### src/include/hvw_pkg.sv
// shared constants and types of the hv wake input block
package hvw_pkg;
  // register byte addresses
  localparam logic [7:0] ADDR_CTRL = 8'h00;
  localparam logic [7:0] ADDR_STAT = 8'h04;
  localparam logic [7:0] ADDR_MODE = 8'h08;
  // control register fields
  localparam int CTRL_W = 7;
  localparam int CTRL_PULL_LO = 0;
  localparam int CTRL_PULL_HI = 1;
  localparam int CTRL_WAKE_EN = 2;
  localparam int CTRL_CYCLIC = 3;
  localparam int CTRL_MEAS = 4;
  localparam int CTRL_FAIL_TEST = 5;
  localparam int CTRL_GPIO_TIMER = 6;
  localparam logic [6:0] CTRL_RESET = 7'h00;
  // status register fields
  localparam int STAT_EVENT = 0;
  localparam int STAT_LEVEL = 1;
  localparam int STAT_FAULT = 2;
  // mode request field
  localparam int MODE_SLEEP = 0;
  // filter timing, times in us, clock period in ps
  localparam int CLK_PERIOD_PS = 4000;
  localparam int FILT_TIME_US = 16;
  localparam int FILT_MIN_US = 13;
  localparam int FILT_MAX_US = 20;
  localparam int FILT_CYC = FILT_TIME_US * 1000000 / CLK_PERIOD_PS;
  localparam int FILT_MIN_CYC = (FILT_MIN_US * 1000000 + CLK_PERIOD_PS - 1) / CLK_PERIOD_PS;
  localparam int FILT_MAX_CYC = FILT_MAX_US * 1000000 / CLK_PERIOD_PS;
  localparam int CNT_W = 13;
  // pull source selection
  typedef enum logic [1:0] {
    PULL_NONE = 2'b00,
    PULL_DOWN = 2'b01,
    PULL_UP = 2'b10,
    PULL_AUTO = 2'b11
  } hvw_pull_t;
  // static filter states
  typedef enum logic {
    FS_STABLE = 1'b0,
    FS_QUALIFY = 1'b1
  } hvw_filt_st_t;
endpackage
### src/include/hvw_filt_if.sv
// link between control logic and the wake input filter
`timescale 1ns/1ps
`default_nettype none
interface hvw_filt_if;
  logic cyc_mode;
  logic switch_on;
  logic block;
  logic level;
  logic edge_pulse;
  modport filt (input cyc_mode, switch_on, block, output level, edge_pulse);
  modport ctl (output cyc_mode, switch_on, block, input level, edge_pulse);
endinterface
`default_nettype wire

### src/core/hvw_filter.sv
// wake input synchroniser, static filter and cyclic sampler
`timescale 1ns/1ps
`default_nettype none
module hvw_filter #(
  parameter int FILT_CYC = hvw_pkg::FILT_CYC
) (
  // clock and reset
  input wire logic clk_sys,
  input wire logic reset,
  input wire logic clk_en,
  // raw comparator output
  input wire logic wake_pin,
  // towards control logic
  hvw_filt_if.filt fl
);
  // refuse a filter time outside its tolerance
  if (FILT_CYC < hvw_pkg::FILT_MIN_CYC || FILT_CYC > hvw_pkg::FILT_MAX_CYC) begin : g_chk
    $error("filter count outside tolerance");
  end
  localparam logic [12:0] LAST = 13'(FILT_CYC - 1);
  logic sync1_reg, sync2_reg, stable_reg, samp_reg, switch_d_reg, edge_reg;
  logic [12:0] cnt_reg;
  hvw_pkg::hvw_filt_st_t st_reg;
  wire logic win_end = switch_d_reg & ~fl.switch_on;

  // two stages before anything looks at the pin
  always_ff @(posedge clk_sys or posedge reset) begin
    if (reset) begin
      sync1_reg <= 1'b0;
      sync2_reg <= 1'b0;
    end else if (clk_en) begin
      sync1_reg <= wake_pin;
      sync2_reg <= sync1_reg;
    end
  end

  // cyclic sense sampling window
  always_ff @(posedge clk_sys or posedge reset) begin
    if (reset) begin
      switch_d_reg <= 1'b0;
      samp_reg <= 1'b0;
    end else if (clk_en) begin
      switch_d_reg <= fl.switch_on;
      if (fl.switch_on) begin
        samp_reg <= sync2_reg;
      end
    end
  end

  // level qualification; blocked input never produces an edge
  always_ff @(posedge clk_sys or posedge reset) begin
    if (reset) begin
      st_reg <= hvw_pkg::FS_STABLE;
      cnt_reg <= 13'h0000;
      stable_reg <= 1'b0;
      edge_reg <= 1'b0;
    end else if (clk_en) begin
      edge_reg <= 1'b0;
      if (fl.block) begin
        st_reg <= hvw_pkg::FS_STABLE;
      end else if (fl.cyc_mode) begin
        st_reg <= hvw_pkg::FS_STABLE;
        if (win_end && samp_reg != stable_reg) begin
          stable_reg <= samp_reg;
          edge_reg <= 1'b1;
        end
      end else begin
        unique case (st_reg)
          hvw_pkg::FS_STABLE: begin
            if (sync2_reg != stable_reg) begin
              st_reg <= hvw_pkg::FS_QUALIFY;
              cnt_reg <= 13'h0000;
            end
          end
          hvw_pkg::FS_QUALIFY: begin
            if (sync2_reg == stable_reg) begin
              st_reg <= hvw_pkg::FS_STABLE;
            end else if (cnt_reg == LAST) begin
              stable_reg <= sync2_reg;
              edge_reg <= 1'b1;
              st_reg <= hvw_pkg::FS_STABLE;
            end else begin
              cnt_reg <= cnt_reg + 13'h0001;
            end
          end
        endcase
      end
    end
  end

  assign fl.level = stable_reg;
  assign fl.edge_pulse = edge_reg;
endmodule
`default_nettype wire

### src/core/hvw_top.sv
// hv wake input configuration, sensing and measurement control
//
// The APB slave port and the address map are this design's own decisions.
`timescale 1ns/1ps
`default_nettype none
module hvw_top #(
  parameter int FILT_CYC = hvw_pkg::FILT_CYC
) (
  // clock, reset, enable
  input wire logic clk_sys,
  input wire logic reset,
  input wire logic clk_en,
  // apb slave
  input wire logic psel,
  input wire logic penable,
  input wire logic pwrite,
  input wire logic [7:0] paddr,
  input wire logic [31:0] pwdata,
  output logic [31:0] prdata,
  output logic pready,
  output logic pslverr,
  // wake pin comparator and timer
  input wire logic hv_wake_input,
  input wire logic timer_switch_on,
  // system state
  input wire logic low_power_mode,
  input wire logic other_wake_enabled,
  // pull sources
  output logic pull_up_en,
  output logic pull_down_en,
  // pin function control
  output logic meas_route_en,
  output logic fail_output_en,
  output logic fail_output_test,
  output logic gpio_func_en,
  output logic high_side_switch_en,
  // wake signalling and mode change
  output logic wake_irq_pulse,
  output logic wake_up_pulse,
  output logic sleep_enter_pulse,
  output logic restart_enter_pulse
);
  logic [6:0] wake_control_reg;
  logic wake_pin_event_flag_reg, fault_reg, level_stat_reg;
  logic pull_up_reg, pull_down_reg;
  logic meas_route_reg, fail_en_reg, fail_test_reg, gpio_reg, high_side_reg;
  logic irq_reg, wup_reg, sleep_reg, restart_reg;
  logic pready_reg, pslverr_reg;
  logic [31:0] prdata_reg;

  hvw_filt_if fif ();

  hvw_filter #(
    .FILT_CYC(FILT_CYC)
  ) u_filter (
    .clk_sys(clk_sys),
    .reset(reset),
    .clk_en(clk_en),
    .wake_pin(hv_wake_input),
    .fl(fif.filt)
  );

  // control fields
  wire logic meas = wake_control_reg[hvw_pkg::CTRL_MEAS];
  wire logic wake_en = wake_control_reg[hvw_pkg::CTRL_WAKE_EN];
  wire logic gpio_timer = wake_control_reg[hvw_pkg::CTRL_GPIO_TIMER];
  wire hvw_pkg::hvw_pull_t pull_sel = hvw_pkg::hvw_pull_t'(
      {wake_control_reg[hvw_pkg::CTRL_PULL_HI], wake_control_reg[hvw_pkg::CTRL_PULL_LO]});

  // filter steering
  // cyclic needs high-side timer
  assign fif.cyc_mode = wake_control_reg[hvw_pkg::CTRL_CYCLIC] & gpio_timer;
  assign fif.switch_on = timer_switch_on & gpio_timer;
  assign fif.block = meas;

  // bus phases: write commits at the edge that sees pready high
  wire logic acc = psel & penable;
  wire logic commit = acc & pready_reg;
  wire logic wr_go = commit & pwrite;
  wire logic hit_ctrl = paddr == hvw_pkg::ADDR_CTRL;
  wire logic hit_stat = paddr == hvw_pkg::ADDR_STAT;
  wire logic hit_mode = paddr == hvw_pkg::ADDR_MODE;
  wire logic mapped = hit_ctrl | hit_stat | hit_mode;
  wire logic wr_stat = wr_go & hit_stat;
  wire logic sleep_req = wr_go & hit_mode & pwdata[hvw_pkg::MODE_SLEEP];
  wire logic sole_source = wake_en & ~other_wake_enabled;
  wire logic wake_event = fif.edge_pulse & wake_en & ~meas;

  // read mux, zero for unmapped and reserved bits
  function automatic logic [31:0] rd_mux(input logic [7:0] a, input logic [6:0] c,
                                         input logic [2:0] s);
    rd_mux = 32'h0000_0000;
    if (a == hvw_pkg::ADDR_CTRL) begin
      rd_mux = {25'h0000000, c};
    end else if (a == hvw_pkg::ADDR_STAT) begin
      rd_mux = {29'h00000000, s};
    end
  endfunction

  // apb answer: one wait cycle, then pready for one cycle
  always_ff @(posedge clk_sys or posedge reset) begin
    if (reset) begin
      pready_reg <= 1'b0;
      pslverr_reg <= 1'b0;
      prdata_reg <= 32'h0000_0000;
    end else if (clk_en) begin
      if (acc && !pready_reg) begin
        pready_reg <= 1'b1;
        pslverr_reg <= ~mapped;
        prdata_reg <= pwrite ? 32'h0000_0000 : rd_mux(paddr, wake_control_reg,
            {fault_reg, level_stat_reg, wake_pin_event_flag_reg});
      end else begin
        pready_reg <= 1'b0;
        pslverr_reg <= 1'b0;
      end
    end
  end

  // control register
  always_ff @(posedge clk_sys or posedge reset) begin
    if (reset) begin
      wake_control_reg <= hvw_pkg::CTRL_RESET;
    end else if (clk_en) begin
      if (wr_go && hit_ctrl) begin
        wake_control_reg <= pwdata[6:0];
      end
    end
  end

  // wake event flag, set beats a same-cycle clear
  always_ff @(posedge clk_sys or posedge reset) begin
    if (reset) begin
      wake_pin_event_flag_reg <= 1'b0;
    end else if (clk_en) begin
      if (wake_event) begin
        wake_pin_event_flag_reg <= 1'b1;
      end else if (wr_stat && pwdata[hvw_pkg::STAT_EVENT]) begin
        wake_pin_event_flag_reg <= 1'b0;
      end
    end
  end

  // level status follows the filtered level, held zero while measuring
  always_ff @(posedge clk_sys or posedge reset) begin
    if (reset) begin
      level_stat_reg <= 1'b0;
    end else if (clk_en) begin
      level_stat_reg <= meas ? 1'b0 : fif.level;
    end
  end

  // pull sources, settings ignored while measuring
  always_ff @(posedge clk_sys or posedge reset) begin
    if (reset) begin
      pull_up_reg <= 1'b0;
      pull_down_reg <= 1'b0;
    end else if (clk_en) begin
      if (meas) begin
        pull_up_reg <= 1'b0;
        pull_down_reg <= 1'b0;
      end else begin
        unique case (pull_sel)
          hvw_pkg::PULL_NONE: begin
            pull_up_reg <= 1'b0;
            pull_down_reg <= 1'b0;
          end
          hvw_pkg::PULL_DOWN: begin
            pull_up_reg <= 1'b0;
            pull_down_reg <= 1'b1;
          end
          hvw_pkg::PULL_UP: begin
            pull_up_reg <= 1'b1;
            pull_down_reg <= 1'b0;
          end
          hvw_pkg::PULL_AUTO: begin
            pull_up_reg <= fif.level;
            pull_down_reg <= ~fif.level;
          end
        endcase
      end
    end
  end

  // pin function routing
  always_ff @(posedge clk_sys or posedge reset) begin
    if (reset) begin
      meas_route_reg <= 1'b0;
      fail_en_reg <= 1'b1;
      fail_test_reg <= 1'b0;
      gpio_reg <= 1'b0;
      high_side_reg <= 1'b0;
    end else if (clk_en) begin
      meas_route_reg <= meas;
      fail_en_reg <= ~meas;
      fail_test_reg <= wake_control_reg[hvw_pkg::CTRL_FAIL_TEST] & ~meas;
      gpio_reg <= gpio_timer & ~meas;
      high_side_reg <= gpio_timer & timer_switch_on & ~meas;
    end
  end

  // wake signalling by interrupt or by wake-up, chosen by mode
  always_ff @(posedge clk_sys or posedge reset) begin
    if (reset) begin
      irq_reg <= 1'b0;
      wup_reg <= 1'b0;
    end else if (clk_en) begin
      irq_reg <= wake_event & ~low_power_mode;
      wup_reg <= wake_event & low_power_mode;
    end
  end

  // sleep request; refused into restart when measuring with the wake input as sole wake source
  always_ff @(posedge clk_sys or posedge reset) begin
    if (reset) begin
      sleep_reg <= 1'b0;
      restart_reg <= 1'b0;
      fault_reg <= 1'b0;
    end else if (clk_en) begin
      sleep_reg <= sleep_req & ~(meas & sole_source);
      restart_reg <= sleep_req & meas & sole_source;
      if (sleep_req && meas && sole_source) begin
        fault_reg <= 1'b1;
      end else if (wr_stat && pwdata[hvw_pkg::STAT_FAULT]) begin
        fault_reg <= 1'b0;
      end
    end
  end

  // outputs straight from flip-flops
  assign prdata = prdata_reg;
  assign pready = pready_reg;
  assign pslverr = pslverr_reg;
  assign pull_up_en = pull_up_reg;
  assign pull_down_en = pull_down_reg;
  assign meas_route_en = meas_route_reg;
  assign fail_output_en = fail_en_reg;
  assign fail_output_test = fail_test_reg;
  assign gpio_func_en = gpio_reg;
  assign high_side_switch_en = high_side_reg;
  assign wake_irq_pulse = irq_reg;
  assign wake_up_pulse = wup_reg;
  assign sleep_enter_pulse = sleep_reg;
  assign restart_enter_pulse = restart_reg;
endmodule
`default_nettype wire

### config.mk
export PLATFORM = sky130hd
export DESIGN_NAME = hvw_top
export DESIGN_NICKNAME = d
export VERILOG_FILES = /design/src/include/hvw_pkg.sv /design/src/include/hvw_filt_if.sv /design/src/core/hvw_filter.sv /design/src/core/hvw_top.sv
export SDC_FILE = /design/constraint.sdc
export NUM_CORES = 1
export LEC_CHECK = 0
export ABC_AREA = 1
export BUFFER_PORTS_ARGS = -buffer_cell sky130_fd_sc_hd__buf_2
export CORE_UTILIZATION = 54
export DETAILED_ROUTE_END_ITERATION = 10
export PLACE_DENSITY = 0.85
export SYNTH_ARGS = -nofsm -noshare
export SYNTH_HDL_FRONTEND = slang
export SYNTH_HIERARCHICAL = 1
export SYNTH_SLANG_ARGS = --single-unit
### constraint.sdc
create_clock -name clk_sys -period 2.05 [get_ports clk_sys]
set_input_delay 0.1025 -clock clk_sys [delete_from_list [all_inputs] [get_ports clk_sys]]
set_output_delay 0.1025 -clock clk_sys [all_outputs]
set_load 0.03 [all_outputs]
==> After elaboration in Yosys (flattened, before gate mapping) <==
Cells that the tools add are included.
{ "totals": {"regBits": 75, "input_bits": 50, "output_inout_bits": 45, "wordCells": 131} }
{ "op_classes": {"addsub": 1, "eq_ne": 14, "muxes": 35, "bitwise_logic": 32, "reduce_logical": 23} }
{ "ops": {"columns": ["cell", "n"], "rows": [
  ["$mux 13", 3],
  ["$mux 32", 1],
  ["$pmux 13 s2", 1],
  ["$mux 1", 25],
  ["$and 1x1->1", 21],
  ["$add 13x1->13 const B", 1],
  ["$eq 13x12->1 const B", 1],
  ["$reduce_and 6->1", 2],
  ["$reduce_and 2->1", 5],
  ["$not 1->1", 9],
  ["$eq 8x3->1 const B", 1],
  ["$eq 8x4->1 const B", 1],
  ["$logic_not 8->1", 1],
  ["$reduce_bool 2->1", 4],
  ["$logic_and 1x1->1", 7],
  ["$mux 7", 1],
  ["$ne 2x2->1 const B", 3],
  ["$pmux 1 s3", 2],
  ["$eq 2x2->1 const B", 2],
  ["$ne 2x1->1 const B", 2],
  ["$reduce_or 2->1", 2],
  ["$mux 3", 1],
  ["$eq 2x1->1 const B", 1],
  ["$logic_not 2->1", 1],
  ["5 further kinds", 7]
]} }

==> Longest topological paths before layout <==
{ "logic_depth": {"depth_word": 9, "depth_mapped": 9, "depth_no_buf": 9} }

==> Modules after synthesis <==
The synthesis kept the hierarchy.
{ "by_module_without_submodules": {"columns": ["mod", "instances", "cells_each", "area_per_inst_um2", "seq_area_each_um2"], "rows": [
  ["hvw_top", 1, 186, 1577.8, 752.0],
  ["hvw_filter", 1, 145, 1197.4, 500.5]
]} }

==> Least setup slack after synthesis <==
Ideal clock, no wire load.
{ "synth_path": {"path_kind": "register to register", "from": "reg u_filter.cnt_reg[0]", "to": "reg u_filter.cnt_reg[12]", "setup_ns": 0.119, "arrival_ns": 1.249, "t_required_ns": 1.931, "setup_slack_ns": 0.682, "path_stages_with_launch": 8, "path_buffers": 1, "synth_period_minus_slack_ns": 1.368, "cell_sequence": "dfrtp_1 > ha_1 > nand3_2 > nor2_4 > nand3_4 > nand3_2 > buf_6 > o21ai_2"} }
{ "synth_between": {"elab_chain_cells": 4, "elab_cells_between_ends": 7, "classes_between": "add/sub (1); eq/ne (2); mux (3); reduce/logical (1)"} }
{ "synth_rtl": {"columns": ["element", "line_no", "source"], "rows": [
  ["start: declaration", "hvw_filter.sv:22", "logic [12:0] cnt_reg;"],
  ["start signal: assignment", "hvw_filter.sv:83", "cnt_reg <= cnt_reg + 13'h0001;"],
  ["$add 13x1->13", "hvw_filter.sv:83", null],
  ["$mux 13", "hvw_filter.sv:78", "end else if (cnt_reg == LAST) begin"],
  ["$mux 13", "hvw_filter.sv:76", "if (sync2_reg == stable_reg) begin"],
  ["$pmux 13 s2", "hvw_filter.sv:68", "unique case (st_reg)"]
]} }
Parallel ways exist; a longest one is shown, timed or not. The select of a mux whose other input is x is not followed.
A chain may end at the register's enable or synchronous reset.

==> Worst setup path after layout <==
{ "layout_path": {"from": "reg u_filter.cnt_reg[0]", "to": "reg u_filter.cnt_reg[1]"} }
The elaborated chain is that of the path after synthesis.

==> qor.txt <==
Final Critical Period: 1.69 ns
Initial Util: 0.572
Syn avg cell area: 8.38 µm²
Startpoint Class: flop
Max reg flops: 13
RSZ-0062 raised after global routing: false
HP Class: input pin to flop
DRC Markers: 0
Standard-cell rows: 25
Period utilisation layout: 0.825
Maximum clock rate: 591 MHz
Worst Setup End Kind: flop
GRT overflow: 0
Distinct cells, synth: 33
Clock transition at path regs: 0.10 ns
Routed WL per cell: 11.7 µm
Routed vias: 2,198
HP Start: pwdata[3]
CTS sink count: 50
RD Place Congestion: 0.852
Antenna Nets Post-Route: 0
Vias/cell: 4.91
P_int: 1.31 mW
Ys Warns: 6
Clk buf depth: 2
Setup crit end: u_filter/cnt_reg[1]
Die W: 73.7 µm
Seq cells post-synth: 50
CP Data Arrival Time: 1.90 ns
Die Y: 73.7 µm
Worst-skew pair later-pin latency: 0.31 ns
IO Port Bufs: 44
Worst path required time: 2.26 ns
Status: finished, final reports clean
# diodes: 0
Reg2reg start: u_filter/cnt_reg[0]
Layout cells sized above 1: 0.247
Boundary pin count: 95
Root Driver: clkbuf_8
Final hold vios: 0
Total global-route track usage: 0.211
Combinational share of power: 0.126
Cell Pwr Density: 601 mW/mm²
Leakage power: 1.59 nW
CTS tree: built
First-pass DRT Iterations: 4
Post-DP HPWL: 3.86 mm
Sw Share: 0.289
Worst Setup SP: u_filter/cnt_reg[0]
Peak supply drop: 0.464 mV
Initial antenna violation count: 0
H-tree lvl count: 2
R2r endpoint: u_filter/cnt_reg[1]
Utilization after layout: 0.631
Final Skew: 0.00804 ns
Fin. max-slew vios: 0
Tightest Pin Transition: 0.755 ns
Drt total wl: 5.22 mm
Total core area: 0.00485 mm²
Sequential area share after synthesis: 0.451
Setup violations, final: 0
1st-iter DRT viols: 136
Post-CTS Setup Bufs: 0
Number of synthesized flops with an enable pin: 0
# Max-Cap Violations: 0
Global-route wire length before repair: 8.56 mm
Crit Path Category: flop to flop
Async S/R FF share, synth: 1.00
Clk pwr share: 0.315
Most used DFF post-synth: dfrtp_1
Layout area overhead: 10.3%
Vias in the first global route: 1,963
Resized Gates After CTS: 0
Reg2reg setup slack: 0.36 ns
Setup tns final: 0 ns
Total CTS buffers: 5
Post-synthesis cell area: 0.00278 mm²
CP Max Fanout: 13
Area of the die: 0.00543 mm²
Worst Reg-to-Reg Cells: 8
Largest net degree at the start of global routing: 21
Final nets: 431
Flop pwr share: 0.559
Max_slew headroom: 0.496
Mapped Cells: 331
Sw power: 532 µW
[metrics by stage]
step / instances / power [mW] / instance area, µm² / setup WS, ns / hold slack [ns]
after floorplan: 355 / 1.26 / 2870 / 0.682 / 0.0663
after global placement: 438 / 1.27 / 2950 / 0.436 / 0.259
after detailed placement: 438 / 1.28 / 2950 / 0.362 / 0.267
after CTS: 448 / 1.85 / 3060 / 0.343 / 0.0142
after global routing: 448 / 1.91 / 3060 / 0.243 / 0.0299
final: 448 / 1.84 / 3060 / 0.358 / 0.0150
[layout make-up]
class | count | area [µm²]
timing repair buffer | 49 | 263
tap | 67 | 83.8
clock inverter | 3 | 21.3
inverter | 28 | 105
multi-input combinational | 246 | 1270
clock buffer | 5 | 68.8
sequential | 50 | 1250
fill | 420 | 1790
[cells in the final DEF, fill, tap and decap left out]
master         synthesis  final
a21boi_1               1      1
a21oi_4                1      1
buf_2                  1     44
buf_4                 27      3
clkbuf_8               0      5
clkinv_2               0      1
clkinv_4               0      1
clkinvlp_4             0      1
conb_1                 1     25
dfrtp_1               49     49
dfstp_2                1      1
dlygate4sd3_1          0      2
ha_1                   1      1
inv_1                 25     25
inv_2                  3      3
mux2_2                 1      1
nand2_1              106    106
nand2_2                4      4
nand2_4                2      2
nand3_1               28     28
nand3_2                2      2
nand3_4                1      1
nand3b_1               2      2
nand4_1                3      3
nand4_2                1      1
nor2_1                17     17
nor2_2                 6      6
nor2_4                 5      5
nor2_8                 1      1
nor3_1                 1      1
nor3_4                 1      1
o21ai_0                9      9
o21ai_1                8      8
o21ai_2               10     10
o21bai_1               3      3
xnor2_1                1      1
xor2_1                 6      6
[Yosys cell counts (2+ instances only)]
cell | instances | area (µm²)
o21ai_1 | 8 | 40.0
buf_6 | 3 | 33.8
nor2_4 | 5 | 56.3
nand3b_1 | 2 | 15.0
nand3_2 | 2 | 20.0
nand2_2 | 4 | 25.0
inv_2 | 3 | 11.3
inv_1 | 25 | 93.8
o21ai_0 | 9 | 45.0
xor2_1 | 6 | 52.6
nor2_1 | 17 | 63.8
dfrtp_1 | 49 | 1230
nand2_4 | 2 | 22.5
nor2_2 | 6 | 37.5
o21ai_2 | 10 | 87.6
buf_4 | 27 | 203
nand3_1 | 28 | 140
nand4_1 | 3 | 18.8
o21bai_1 | 3 | 22.5
nand2_1 | 106 | 398
[worst min-delay path by stage]
stage | to | slack (ns) | depth (start not counted)
final | wake_control_reg[3] | 0.01 | 3
after global routing | wake_control_reg[3] | 0.03 | 3
after CTS | wake_control_reg[3] | 0.01 | 3
after detailed placement | pull_down_en | 0.27 | 2
after global placement | pull_down_en | 0.26 | 2
after floorplan | u_filter/cnt_reg[0] | 0.07 | 1
[layer usage]
metal	vias to the layer above	track usage	wire length, µm
met2	72	0.351	2540
met5	-	0	0
li1	1097	-	-
met3	9	0.0384	250
met4	0	0.111	101
met1	1020	0.263	2330
[worst max-delay path: stages, from the launching register on]
cell	delay [ns]
dfrtp_1	0.42
ha_1	0.26
nand3_2	0.16
nor2_4	0.15
nand3_4	0.10
nand3_2	0.30
inv_1	0.08
nand2_1	0.07
nand2_1	0.05
[power by group through the flow]
stage                     clock network (mW)  registers, mW  logic (mW)
after floorplan                            0           1.06       0.203
after global placement                     0           1.05       0.224
after detailed placement                   0           1.05       0.230
after CTS                              0.588           1.03       0.234
after global routing                   0.621           1.03       0.254
final                                  0.580           1.03       0.231
[what timing repair did]
| action | in CTS | in global routing |
|---|---|---|
| endpoints found under the hold margin | 38 | 0 |
| setup endpoints to repair | 0 | 0 |
| hold buffers | 2 | 0 |
[kinds of logic (layout without fill, tap and decap cells)]
group,Yosys count,count (layout),synth area share
DFF,50,50,0.451
other,1,25,0.00135
AOI/OAI and AO/OA,32,32,0.0789
buffers and inverters,59,85,0.125
adders and majority gates,1,1,0.00451
and+or+nand+nor,180,180,0.313
muxes,1,1,0.00406
xor gates and xnor gates,7,7,0.0221
(Power assumes the default switching activity.)
